$ cat src/hw/pcl_defs.svh
`ifndef PCL_DEFS_SVH
`define PCL_DEFS_SVH

// Configuration-space byte offsets
`define PCL_OFS_CSR        8'h40
`define PCL_OFS_DATA       8'h44
// Control/status bit positions
`define PCL_BIT_IDLE_SCAN  0
`define PCL_BIT_DONE       1
`define PCL_BIT_INIT       2
`define PCL_BIT_VALID      3
`define PCL_BIT_EMPTY      4
`define PCL_BIT_FULL       5
`define PCL_BIT_PROGRAM_N  8
`define PCL_BIT_CONFIG     9
`define PCL_BIT_RDBACK_N   10
// Reset values
`define PCL_CTRL_RESET     3'h5
`define PCL_WORD_ZERO      32'h0000_0000
`define PCL_CSR_ZERO       16'h0000
// Shift register geometry
`define PCL_SHIFT_LAST     5'h1F
`define PCL_SHIFT_ZERO     5'h00
`define PCL_SHIFT_ONE      5'h01
// Readback pacing, one bit per four cycles
`define PCL_PACE_ZERO      2'h0
`define PCL_PACE_ONE       2'h1
`define PCL_PACE_LAST      2'h3
// Synchroniser reset image: program pin idles high
`define PCL_SRC_IDLE       3'h1
// Configuration RAM clearing time after the session starts
`define PCL_CLEAR_NS       1000
`define PCL_CLK_NS         50
`define PCL_CLEAR_CYCLES   ((`PCL_CLEAR_NS + `PCL_CLK_NS - 1) / `PCL_CLK_NS)
`define PCL_CLEAR_W        6
`define PCL_CLEAR_LAST     6'(`PCL_CLEAR_CYCLES - 1)
`define PCL_CLEAR_ZERO     6'h00
`define PCL_CLEAR_ONE      6'h01

`endif

$ cat src/hw/pcl_pkg.sv
package pcl_pkg;
   typedef enum logic [1:0] {
      PCL_IDLE  = 2'b00,
      PCL_CLEAR = 2'b01,
      PCL_LOAD  = 2'b10,
      PCL_READ  = 2'b11
   } pcl_state_type;

   typedef struct packed {
      logic        wr;
      logic        rd;
      logic [7:0]  addr;
      logic [31:0] wdata;
   } pcl_cfg_req_type;

   typedef struct packed {
      logic strap_busy;
      logic scan_busy;
      logic program_pin_n;
   } pcl_sources_type;
endpackage

$ cat src/hw/pcl_loader.sv
`timescale 1ns/1ps
`include "pcl_defs.svh"

module pcl_loader
   import pcl_pkg::*;
(
   // Clock and reset
   input  wire logic            mclk,
   input  wire logic            rst,
   // Configuration-space access
   input  wire pcl_cfg_req_type cfg_req,
   output logic [31:0]          cfg_rdata,
   // Competing configuration sources, from pins
   input  wire pcl_sources_type sources,
   input  wire logic            preconfig_done,
   // Serial configuration stream
   output logic                 cfg_serial_data,
   output logic                 cfg_serial_valid,
   output logic                 cfg_abort_strap,
   input  wire logic            cfg_load_done,
   input  wire logic            rdback_bit,
   output logic                 rdback_shift
);

   pcl_sources_type src_meta;
   pcl_sources_type src_sync;
   logic [1:0]      done_meta;
   logic [1:0]      done_sync;
   logic            rdbit_meta;
   logic            rdbit_sync;

   pcl_state_type   state;
   logic [2:0]      ctrl;
   logic [31:0]     data_word;
   logic [31:0]     shift_word;
   logic [4:0]      shift_count;
   logic [5:0]      clear_count;
   logic            word_valid;
   logic            shift_empty;
   logic            shift_full;
   logic            init_ok;
   logic            done_flag;
   logic [1:0]      read_pace;

   pcl_state_type   next_state;

   // Pin inputs pass two flip-flops before any use
   always_ff @(posedge mclk or posedge rst) begin
      if (rst) begin
         // Idle level, or a false pin abort follows every reset
         src_meta   <= pcl_sources_type'(`PCL_SRC_IDLE);
         src_sync   <= pcl_sources_type'(`PCL_SRC_IDLE);
         done_meta  <= 2'h0;
         done_sync  <= 2'h0;
         rdbit_meta <= 1'b0;
         rdbit_sync <= 1'b0;
      end else begin
         src_meta   <= sources;
         src_sync   <= src_meta;
         done_meta  <= {cfg_load_done, preconfig_done};
         done_sync  <= done_meta;
         rdbit_meta <= rdback_bit;
         rdbit_sync <= rdbit_meta;
      end
   end

   wire csr_hit     = cfg_req.addr == `PCL_OFS_CSR;
   wire data_hit    = cfg_req.addr == `PCL_OFS_DATA;
   wire csr_wr      = cfg_req.wr && csr_hit;
   wire data_wr     = cfg_req.wr && data_hit;
   wire data_rd     = cfg_req.rd && data_hit;
   wire config_bit  = ctrl[1];
   wire rdback_bit_n = ctrl[2];
   wire program_n   = ctrl[0];
   wire wr_config   = cfg_req.wdata[`PCL_BIT_CONFIG];
   wire scan_hold   = src_sync.scan_busy;
   wire pin_hold    = !src_sync.program_pin_n;
   wire kill        = pin_hold || scan_hold || !program_n;
   wire shift_last  = shift_count == `PCL_SHIFT_LAST;
   wire clear_last  = clear_count == `PCL_CLEAR_LAST;
   wire take_word   = state == PCL_LOAD && word_valid && shift_empty;
   wire shift_step  = state == PCL_LOAD && !shift_empty;
   wire read_step   = state == PCL_READ && !shift_full && read_pace == `PCL_PACE_LAST;

   always_comb begin
      next_state = state;
      unique case (state)
         PCL_IDLE: begin
            if (csr_wr && !cfg_req.wdata[`PCL_BIT_RDBACK_N])
               next_state = PCL_READ;
            else if (csr_wr && wr_config && !config_bit)
               next_state = PCL_CLEAR;
         end
         PCL_CLEAR: begin
            if (clear_last)
               next_state = PCL_LOAD;
         end
         PCL_LOAD: begin
            if (csr_wr && !wr_config)
               next_state = PCL_IDLE;
         end
         PCL_READ: begin
            if (!rdback_bit_n)
               next_state = PCL_READ;
            else
               next_state = PCL_IDLE;
         end
      endcase
      if (kill)
         next_state = PCL_IDLE;
   end

   always_ff @(posedge mclk or posedge rst) begin
      if (rst) begin
         state <= PCL_IDLE;
         ctrl  <= `PCL_CTRL_RESET;
      end else begin
         state <= next_state;
         if (csr_wr)
            ctrl <= {cfg_req.wdata[`PCL_BIT_RDBACK_N], wr_config, cfg_req.wdata[`PCL_BIT_PROGRAM_N]};
      end
   end

   always_ff @(posedge mclk or posedge rst) begin
      if (rst) begin
         clear_count <= `PCL_CLEAR_ZERO;
         init_ok     <= 1'b0;
      end else begin
         if (state == PCL_CLEAR)
            clear_count <= clear_count + `PCL_CLEAR_ONE;
         else
            clear_count <= `PCL_CLEAR_ZERO;
         if (kill || next_state == PCL_CLEAR)
            init_ok <= 1'b0;
         else if (state == PCL_CLEAR && clear_last)
            init_ok <= 1'b1;
      end
   end

   // write sets valid, wins over the move
   always_ff @(posedge mclk or posedge rst) begin
      if (rst) begin
         data_word   <= `PCL_WORD_ZERO;
         word_valid  <= 1'b0;
         shift_word  <= `PCL_WORD_ZERO;
         shift_count <= `PCL_SHIFT_ZERO;
         shift_empty <= 1'b1;
         shift_full  <= 1'b0;
      end else begin
         if (data_wr) begin
            data_word  <= cfg_req.wdata;
            word_valid <= 1'b1;
         end else if (take_word || kill) begin
            word_valid <= 1'b0;
         end
         if (take_word) begin
            shift_word  <= data_word;
            shift_count <= `PCL_SHIFT_ZERO;
            shift_empty <= 1'b0;
         end else if (shift_step) begin
            shift_word  <= {shift_word[30:0], 1'b0};
            shift_count <= shift_count + `PCL_SHIFT_ONE;
            if (shift_last)
               shift_empty <= 1'b1;
         end else if (read_step) begin
            shift_word  <= {shift_word[30:0], rdbit_sync};
            shift_count <= shift_count + `PCL_SHIFT_ONE;
         end else if (kill || state == PCL_IDLE) begin
            shift_count <= `PCL_SHIFT_ZERO;
            shift_empty <= 1'b1;
         end
         if (read_step && shift_last) begin
            data_word  <= {shift_word[30:0], rdbit_sync};
            shift_full <= 1'b1;
         end else if (data_rd || state != PCL_READ) begin
            shift_full <= 1'b0;
         end
      end
   end

   // pace readback bits
   // Far side moves on the registered shift pulse; the new bit then needs two edges to clear the synchroniser
   always_ff @(posedge mclk or posedge rst) begin
      if (rst)
         read_pace <= `PCL_PACE_ZERO;
      else if (state == PCL_READ && !shift_full)
         read_pace <= read_pace + `PCL_PACE_ONE;
      else
         read_pace <= `PCL_PACE_ZERO;
   end

   always_ff @(posedge mclk or posedge rst) begin
      if (rst) begin
         done_flag        <= 1'b0;
         cfg_serial_data  <= 1'b0;
         cfg_serial_valid <= 1'b0;
         cfg_abort_strap  <= 1'b0;
         rdback_shift     <= 1'b0;
      end else begin
         if (next_state == PCL_CLEAR || kill)
            done_flag <= 1'b0;
         else if (done_sync[0] || done_sync[1])
            done_flag <= 1'b1;
         cfg_serial_data  <= shift_word[31];
         cfg_serial_valid <= shift_step;
         cfg_abort_strap  <= next_state != PCL_IDLE && src_sync.strap_busy;
         rdback_shift     <= read_step;
      end
   end

   wire [15:0] csr_image = {5'h00, ctrl, 2'h0, shift_full, shift_empty,
                            word_valid, init_ok, done_flag, !scan_hold};
   // data reads clear the full flag; other reads have no side effect
   wire [31:0] next_rdata = csr_hit  ? {16'h0000, csr_image} :
                            data_hit ? data_word : `PCL_WORD_ZERO;

   always_ff @(posedge mclk or posedge rst) begin
      if (rst)
         cfg_rdata <= `PCL_WORD_ZERO;
      else
         cfg_rdata <= next_rdata;
   end

endmodule

$ cat config.mk
export PLATFORM = sky130hd
export DESIGN_NAME = pcl_loader
export DESIGN_NICKNAME = d
export VERILOG_FILES = /design/src/hw/pcl_pkg.sv /design/src/hw/pcl_loader.sv
export VERILOG_INCLUDE_DIRS = /design/src /design/src/hw
export SDC_FILE = /design/constraint.sdc
export NUM_CORES = 1
export LEC_CHECK = 0
export ABC_AREA = 0
export BUFFER_PORTS_ARGS = -buffer_cell sky130_fd_sc_hd__buf_2
export CAP_MARGIN = 20
export CORE_ASPECT_RATIO = 0.6
export CORE_MARGIN = 8
export CORE_UTILIZATION = 51
export CTS_CLUSTER_SIZE = 16
export DETAILED_ROUTE_END_ITERATION = 12
export PLACE_DENSITY = 0.8
export SLEW_MARGIN = 20
export SYNTH_ARGS = -nofsm -noshare
export SYNTH_HDL_FRONTEND = slang
export SYNTH_SLANG_ARGS = --single-unit
$ cat constraint.sdc
create_clock -name mclk -period 3.45 [get_ports mclk]
set_input_delay 0 -clock mclk [delete_from_list [all_inputs] [get_ports mclk]]
set_output_delay 0 -clock mclk [all_outputs]
set_load 0.01 [all_outputs]
# Word-level counts from Yosys, hierarchy flattened
# Index checks and enable logic that the tools add are counted.
[op_classes]
n_addsub = 3
n_eq_ne = 12
n_mux = 33
n_reduce_logical = 41
[op_table]
columns = ["cell", "count"]
rows = [
  ["$mux W32", 7],
  ["$mux W5", 4],
  ["$eq A8 B7 Y1 const B", 2],
  ["$logic_and A1 B1 Y1", 15],
  ["$mux W2", 7],
  ["$mux W1", 13],
  ["$reduce_bool A2 Y1", 6],
  ["$logic_not A1 Y1", 8],
  ["$pmux W2 S4", 1],
  ["$logic_or A1 B1 Y1", 7],
  ["$add A6 B1 Y6 const B", 1],
  ["$eq A2 B2 Y1 const B", 3],
  ["$eq A6 B5 Y1 const B", 1],
  ["$mux W6", 1],
  ["$ne A3 B3 Y1 const B", 2],
  ["$reduce_bool A3 Y1", 2],
  ["$add A5 B1 Y5 const B", 1],
  ["$eq A5 B5 Y1 const B", 1],
  ["$eq A2 B1 Y1 const B", 2],
  ["$reduce_bool A4 Y1", 1],
  ["$reduce_and A3 Y1", 1],
  ["$add A2 B1 Y2 const B", 1],
  ["$logic_not A2 Y1", 1],
  ["$ne A2 B2 Y1 const B", 1],
]
[word_totals]
regBits = 135
inputBits = 50
output_inout_bits = 36
wordCells = 116

# Logic depth before layout (Yosys ltp)
# Gate-level depths: netlist (run 1).
[depth]
depth_word = 11
depth_mapped = 8

# Worst setup path before layout (run 1)
# No wires, ideal clock.
[synth_timing]
path_kind = "flip-flop to flip-flop"
start = "register clear_count[0]"
end = "register done_flag"
arrival_ns = 1.653
t_required_ns = 3.373
slack_ns = 1.719
stages_incl_launch_ff = 6
n_path_buf = 0
cell_sequence = "dfrtp_1 > ha_1 > or3b_1 > or3_1 > a32o_1 > a21oi_1"
[synth_via]
elab_chain_len = 7
word_cells_on_any_way = 8
[synth_rtl]
columns = ["item", "line_no", "text"]
rows = [
  ["start: declaration", "pcl_loader.sv:37", "logic [5:0] clear_count;"],
  ["start signal: assignment", "pcl_loader.sv:126", "clear_count <= `PCL_CLEAR_ZERO;"],
  ["start signal: assignment", "pcl_loader.sv:130", "clear_count <= clear_count + `PCL_CLEAR_ONE;"],
  ["start signal: assignment", "pcl_loader.sv:132", "clear_count <= `PCL_CLEAR_ZERO;"],
  ["$eq A6 B5 Y1 (no source line) *", "--", ""],
  ["$mux W2 *", "pcl_loader.sv:95", "if (clear_last)"],
  ["$pmux W2 S4 *", "pcl_loader.sv:87", "unique case (state)"],
  ["$mux W2 *", "pcl_loader.sv:109", "if (kill)"],
  ["$eq A2 B1 Y1 *", "pcl_loader.sv:200", "if (next_state == PCL_CLEAR || kill)"],
  ["$logic_or A1 B1 Y1 *", "pcl_loader.sv:200", ""],
  ["$mux W1 or $reduce_bool A2 Y1 (tied branches)", "--", ""],
  ["end signal: assignment", "pcl_loader.sv:194", "done_flag <= 1'b0;"],
  ["end signal: assignment", "pcl_loader.sv:201", "done_flag <= 1'b0;"],
  ["end signal: assignment", "pcl_loader.sv:203", "done_flag <= 1'b1;"],
  ["end: declaration", "pcl_loader.sv:42", "logic done_flag;"],
]
# Every way passes the cells marked *; elsewhere a longest branch is shown, timed or not.
# A chain may end at the register's enable or synchronous reset.

# Final worst setup path (run 1)
[layout_timing]
start = "register state[0]"
end = "register shift_word[30]"
[layout_via]
elab_chain_len = 4
word_cells_on_any_way = 10
[layout_rtl]
columns = ["item", "line_no", "text"]
rows = [
  ["start: declaration", "pcl_loader.sv:32", "pcl_state_type state;"],
  ["start signal: assignment", "pcl_loader.sv:118", "state <= next_state;"],
  ["$eq A2 B2 Y1, on equally long branches", "pcl_loader.sv:81, pcl_loader.sv:82, pcl_loader.sv:83", ""],
  ["$logic_and A1 B1 Y1, on equally long branches", "pcl_loader.sv:82, pcl_loader.sv:81, pcl_loader.sv:83", ""],
  ["$mux W32, or another cell as far along", "pcl_loader.sv:160", "end else if (shift_step) begin"],
  ["$mux W32 or $reduce_bool A3 Y1 (tied branches)", "--", ""],
  ["end signal: assignment", "pcl_loader.sv:157", "shift_word <= data_word;"],
  ["end signal: assignment", "pcl_loader.sv:161", "shift_word <= {shift_word[30:0], 1'b0};"],
  ["end signal: assignment", "pcl_loader.sv:166", "shift_word <= {shift_word[30:0], rdbit_sync};"],
  ["end: declaration", "pcl_loader.sv:35", "logic [31:0] shift_word;"],
]
# Several ways; a longest one is shown, not always the timed one.

==> impl_metrics.py, run 1 <==
metrics = {
    "synth": {
        "syn_area_mm2": 0.00549,
        "ys_warn_count": 0,
        "synth.distinct_cells": 47,
        "synth_seq_area_share": 0.617,
        "synth_edf_count": 0,
        "synth_cells": 483,
        "synthesis.nets": 537,
        "synthTopCellsByArea": "dfrtp_1 59%, nand2_1 7.1%, mux2i_1 5.8%",
        "synth-seq-cells": 135,
        "ys.flop_type": "dfrtp_1",
        "synth_top_area_cell": "dfrtp_1",
        "netlist.area_leader.share": 0.593,
        "syn_area_per_cell_um2": 11.4,
        "ys_async_sr_fraction": 1.00,
    },
    "placed_design": {
        "numPortBuffers": 85,
        "pre_cts_ws_ns": 1.03,
        "dp_hpwl_um": 8270,
        "placed_area_mm2": 0.00600,
        "gp_congestion": 0.890,
    },
    "outcome": {
        "violations": "negative hold slack",
        "outcome": "finished with violations",
    },
    "clock_tree": {
        "cts_tree": "done",
        "cts_buffer_depth": 2,
        "clk_latency_ns": 0.41,
        "numCtsBuffers": 17,
        "cts.clk_slew.worst_paths_ns": 0.06,
        "htreeDepth": 4,
        "cts_sinks": 135,
        "cts_root_buf": "clkbuf_16",
    },
    "die": {
        "fp.dieArea_mm2": 0.0144,
        "dieHeight_um": 96.4,
        "ioPinCount": 86,
        "num_rows": 29,
        "fp.dieW_um": 150,
        "coreArea_mm2": 0.0105,
        "start_util": 0.522,
    },
    "setup_path": {
        "worst_setup_path_end_kind": "flop",
        "required_ns": 3.80,
        "endpoint": "shift_word[30]$_DFFE_PP0P_",
        "startpoint_type": "flop",
        "rr_endpoint": "shift_word[30]$_DFFE_PP0P_",
        "r2r_cells": 5,
        "r2r_start": "state[0]$_DFF_PP0_",
        "cp.arrival_ns": 2.68,
        "cp_max_fo": 25,
        "path_class": "reg2reg",
        "cp-startpoint": "state[0]$_DFF_PP0_",
        "ff2ff_setup_slack_ns": 1.12,
    },
    "timing": {
        "fin_worst_skew_ns": 0.00876,
        "whs_ns": -0.0115,
        "finalCritPeriodShare": 0.675,
        "setup_tns_ns": 0,
        "timing.final.max_slew_violations": 0,
        "tightest_slew_ns": 0.897,
        "slew_headroom": 0.402,
        "hold_viol_final": 1,
        "fmax_ghz": 0.430,
        "setup_violations": 0,
        "grt_setup_unrepaired": "no",
        "fin_crit_ns": 2.33,
        "worst_slack_ns": 1.12,
    },
    "routing": {
        "routed_via_density": 5.46,
        "ant_nets": 0,
        "wl_um": 13000,
        "drcViolationCount": 0,
        "wl_met3_um": 993,
        "maxUsedRoutingLayer": "met4",
        "wl_met1_um": 5980,
        "vias": 4120,
        "wl_met2_um": 5870,
        "first_iter_violations": 354,
        "routedWlPerCell_um": 17.2,
        "dr.pass1.iters": 5,
    },
    "global_routing": {
        "overflow": 0,
        "grt_pass1_wl_um": 21100,
        "grt_pass1_vias": 4114,
        "grt_max_degree": 136,
        "antenna_found_initial": 0,
        "grt_use_total": 0.190,
    },
    "layout": {
        "final_util": 0.664,
        "fin_area_mm2": 0.00698,
        "drive_gt1_frac": 0.226,
        "nFillCells": 792,
        "antenna_cells": 0,
        "fin_nets": 656,
        "areaGrowthSynthToFinish_pct": 27.2,
    },
    "power": {
        "powerDensity_mw_per_mm2": 505,
        "vdd_drop_max_v": 0.000402,
        "power_mw": 3.52,
        "leakagePower_nw": 3.61,
    },
    "min_path": {
        "hold_class": "in2reg",
    },
    "flow_run": {
        "max_cap_viol_count": 0,
    },
}
-- metal layers --
metal | vias to the layer above | GRT usage
li1 | 1922 | -
met1 | 2035 | 0.253
met2 | 146 | 0.290
met3 | 17 | 0.0620
met4 | 0 | 0.0662
met5 | - | 0
-- where the power goes --
part           leakage, nW  internal (mW)  switching [mW]
Sequential            1.69           1.61          0.0201
Combinational         1.64         0.0695          0.0688
Clock                0.283           1.11           0.638
-- through the flow --
stage / hold WS [ns] / std cells
after global routing: 0.0243 / 754
final: -0.0115 / 754
after global placement: 0.109 / 682
after detailed placement: 0.108 / 682
after floorplan: 0.00448 / 483
after CTS: 0.00359 / 753
-- logic make-up after synthesis --
family / after synthesis / synth area share
AND/OR/NAND/NOR: 174 / 0.154
buffers and inverters: 36 / 0.0342
AO/OA/AOI/OAI: 94 / 0.114
XOR/XNOR: 5 / 0.00798
adder cells (fa/ha/maj): 4 / 0.00912
multiplexers: 35 / 0.0645
flip-flops: 135 / 0.617
-- worst min-delay path by stage --
stage                                     endpoint  startpoint  cells past startpoint
after CTS                 data_word[7]$_DFFE_PP0P_  cfg_req[7]                      3
after detailed placement     src_meta[0]$_DFF_PP1_  sources[0]                      1
after floorplan              src_meta[0]$_DFF_PP1_  sources[0]                      0
final                     data_word[7]$_DFFE_PP0P_  cfg_req[7]                      3
after global routing      data_word[7]$_DFFE_PP0P_  cfg_req[7]                      3
after global placement       src_meta[0]$_DFF_PP1_  sources[0]                      1
-- layout by cell type (no fill, tap or decap), drive strengths merged, types with 2 or more instances in the layout --
cell type and instances:
xnor2 3, and2 3, or2 2, a21oi 8, clkinv 5, nor3b 2
a22oi 32, xor2 2, mux2 3, buf 93, mux2i 32, and4b 2
a31oi 2, nor4b 2, nand3 6, a22o 11, bufinv 2, clkbuf 23
ha 4, nor3 3, o21ai 35, and3 26, dfrtp 130, nand2b 4
inv 3, dfstp 5, nor2 13, dlygate4sd3 39, clkinvlp 3, nand2 104
-- registers in the layout, indices dropped and copies added, names as in the netlist, 2 cells and up --
| name | count |
|---|---|
| src_sync | 2 |
| data_word | 32 |
| state | 2 |
| shift_count | 5 |
| done_meta | 2 |
| clear_count | 6 |
| shift_word | 32 |
| src_meta | 3 |
| cfg_rdata | 32 |
| done_sync | 2 |
| read_pace | 2 |
| ctrl | 3 |
-- worst max-delay path, cell delays in order (launching register included) --
cell and delay (ns):
dfrtp_1 0.54, and4b_1 0.42, or2_1 0.75, buf_4 0.33, a22oi_1 0.11, nand2_1 0.10
-- cell usage after synthesis, types with 5 or more instances --
library cell  number
buf_2             15
a22oi_1           32
dfstp_2            5
clkbuf_1          11
o21ai_1           18
mux2i_1           32
nand3_1            5
dfrtp_1          130
nor2_1            13
a21oi_1            8
a22o_1            11
o21ai_0           17
and3_1            26
nand2_1          104
-- final cells by class --
type	instances	area (um^2)	area share
flip-flops and latches	135	3380	0.485
repair buffers	132	896	0.128
clock buffers	23	478	0.0684
multi-input cells	312	1930	0.277
inverters	4	18.8	0.00269
well taps	139	174	0.0249
clock inverters	9	100	0.0143
-- timing repair --
item | CTS | global route
buffers inserted | 0 | 0
hold buffers | 39 | 0
gates resized for setup | 0 | 0
endpoints found under the hold margin | 172 | 0
No activity file was read; power rests on OpenSTA's default activity.
==> run 2, diff against run 1 <==
- CORE_UTILIZATION: 51 -> 56
- PLACE_DENSITY: 0.8 -> 0.83
- clock period: 3.45 -> 2.2 ns (I/O delays scaled with it)
==> run 2 against run 1 <==
Net effect:
- cell count rose by 0.40%
- routed wire length up 7.2%
- worst setup slack worse by 0.84 ns
- global-route usage grew 3.4 points
- final area is 2.0% higher
- core utilization increased by 7.0 points
- critical path depth stayed put
- power grew 68%
- the flow now finishes without violations
- non-clock buffer count rose by 8
- maximum frequency increased by 22%
- clock power increased by 79%
==> impl_metrics.py, run 2 (same netlist as run 1, synthesis figures left out) <==
metrics = {
    "setup_path": {
        "required_ns": 2.54,
        "critPathSlowestCell": "or3b_1",
        "worst_setup_path_end_kind": "flop",
        "worst-path-stages": 5,
        "r2r_cells": 5,
        "crit_family": "simple AND/OR/NAND/NOR gates",
        "startpoint_type": "flop",
        "cp_max_fo": 3,
        "ff2ff_setup_slack_ns": 0.29,
        "crit_buf_inv": 0,
        "r2r_start": "clear_count[0]$_DFF_PP0_",
        "endpoint": "done_flag$_DFFE_PP0P_",
        "rr_endpoint": "done_flag$_DFFE_PP0P_",
        "crit_chain": "ha_1, or3b_1, or3_1, a32o_1, a21oi_1",
        "slowest_delay_ns": 0.41,
        "cp-startpoint": "clear_count[0]$_DFF_PP0_",
        "path_class": "reg2reg",
        "cp.arrival_ns": 2.25,
    },
    "routing": {
        "routed_via_density": 5.58,
        "wl_met2_um": 6570,
        "first_iter_violations": 357,
        "vias": 4223,
        "wl_um": 13900,
        "maxUsedRoutingLayer": "met4",
        "dr.pass1.iters": 5,
        "routedWlPerCell_um": 18.4,
        "wl_met3_um": 1220,
        "drcViolationCount": 0,
        "wl_met1_um": 5800,
        "ant_nets": 0,
    },
    "outcome": {
        "outcome": "finished, final reports clean",
    },
    "clock_tree": {
        "clk_latency_ns": 0.42,
        "post_cts_buffers": 0,
        "cts_buffer_depth": 2,
        "cts_root_buf": "clkbuf_16",
        "cts_tree": "done",
        "numCtsBuffers": 17,
        "cts_sinks": 135,
        "cts.clk_slew.worst_paths_ns": 0.06,
        "post_cts_resized": 0,
        "htreeDepth": 4,
        "cts_hold_buf": 40,
    },
    "global_routing": {
        "grt_max_degree": 136,
        "grt_pass1_vias": 4615,
        "overflow": 0,
        "grt_pass1_wl_um": 22900,
        "antenna_found_initial": 0,
        "grt_use_total": 0.224,
    },
    "timing": {
        "grt_setup_unrepaired": "no",
        "hold_viol_final": 0,
        "fmax_ghz": 0.523,
        "finalCritPeriodShare": 0.870,
        "fin_crit_ns": 1.91,
        "tightest_slew_ns": 0.733,
        "timing.final.max_slew_violations": 0,
        "setup_tns_ns": 0,
        "fin_worst_skew_ns": 0.00450,
        "slew_headroom": 0.511,
        "whs_ns": 0.0570,
        "setup_violations": 0,
    },
    "layout": {
        "layout.cells.most_common_list": "130 x dfrtp_1, 104 x nand2_1, 85 x buf_2",
        "final_common_cell": "dfrtp_1",
        "areaGrowthSynthToFinish_pct": 29.8,
        "drive_gt1_frac": 0.235,
        "antenna_cells": 0,
        "fin_nets": 664,
        "final_util": 0.734,
        "top_regs": "cfg_rdata: 32 flops, data_word: 32 flops, shift_word: 32 flops",
    },
    "die": {
        "dieHeight_um": 92.7,
        "ioPinCount": 86,
        "fp.dieArea_mm2": 0.0133,
        "coreArea_mm2": 0.00970,
        "num_rows": 28,
        "fp.dieW_um": 144,
        "start_util": 0.565,
    },
    "power": {
        "pwr-share-seq": 0.433,
        "p_sw_mw": 1.16,
        "power.combinational.fraction": 0.037,
        "power_frac_clock": 0.530,
        "powerDensity_mw_per_mm2": 831,
        "swShare": 0.195,
        "power_mw": 5.92,
        "internal_power_mw": 4.76,
        "vdd_drop_max_v": 0.000610,
        "leakagePower_nw": 3.69,
    },
    "placed_design": {
        "gp_congestion": 0.867,
        "dp_hpwl_um": 8590,
        "numPortBuffers": 85,
    },
    "min_path": {
        "hold_class": "in2reg",
    },
    "flow_run": {
        "max_cap_viol_count": 0,
    },
}
==> run 2: worst min-delay path by stage <==
| stage | startpoint | end | slack (ns) | cells past startpoint |
|---|---|---|---|---|
| after floorplan | sources[0] | src_meta[0]$_DFF_PP1_ | 0.004 | 0 |
| after global placement | sources[0] | src_meta[0]$_DFF_PP1_ | 0.11 | 1 |
| after detailed placement | sources[0] | src_meta[0]$_DFF_PP1_ | 0.11 | 1 |
| after CTS | cfg_req[41] | state[1]$_DFF_PP0_ | 0.02 | 4 |
| after global routing | cfg_req[41] | state[1]$_DFF_PP0_ | 0.07 | 4 |
| final | cfg_req[41] | state[1]$_DFF_PP0_ | 0.06 | 4 |
==> run 2: per-stage QoR <==
| stage | cells | area, um^2 | setup WS [ns] |
|---|---|---|---|
| after floorplan | 483 | 5490 | 0.469 |
| after global placement | 686 | 6070 | 0.421 |
| after detailed placement | 686 | 6070 | 0.317 |
| after CTS | 757 | 7120 | 0.301 |
| after global routing | 757 | 7120 | 0.191 |
| final | 757 | 7120 | 0.286 |
==> run 2: layout make-up <==
class | instances | area (um^2)
clock buffers | 23 | 488
clock inverters | 8 | 168
fillers | 652 | 2580
inverters | 4 | 18.8
multi-input cells | 312 | 1930
flip-flops and latches | 135 | 3380
well taps | 135 | 169
repair buffers | 140 | 963
==> run 2: layer usage <==
layer | up-vias | track usage
met5 | - | 0
met3 | 41 | 0.0627
li1 | 1940 | -
met2 | 198 | 0.354
met1 | 2044 | 0.281
met4 | 0 | 0.110
==> run 2: power by group through the flow <==
stage / clock [mW] / combinational [mW] / sequential (mW)
5_1_grt: 3.28 / 0.245 / 2.57
3_3_place_gp: 0 / 0.159 / 2.60
3_5_place_dp: 0 / 0.165 / 2.61
2_1_floorplan: 0 / 0.0803 / 2.60
4_1_cts: 3.17 / 0.221 / 2.56
6_report: 3.14 / 0.220 / 2.56
==> run 2: worst register-to-register path, stage by stage (launching register included) <==
cell and delay (ns):
dfrtp_1 0.37, ha_1 0.22, or3b_1 0.41, or3_1 0.39, a32o_1 0.29, a21oi_1 0.16
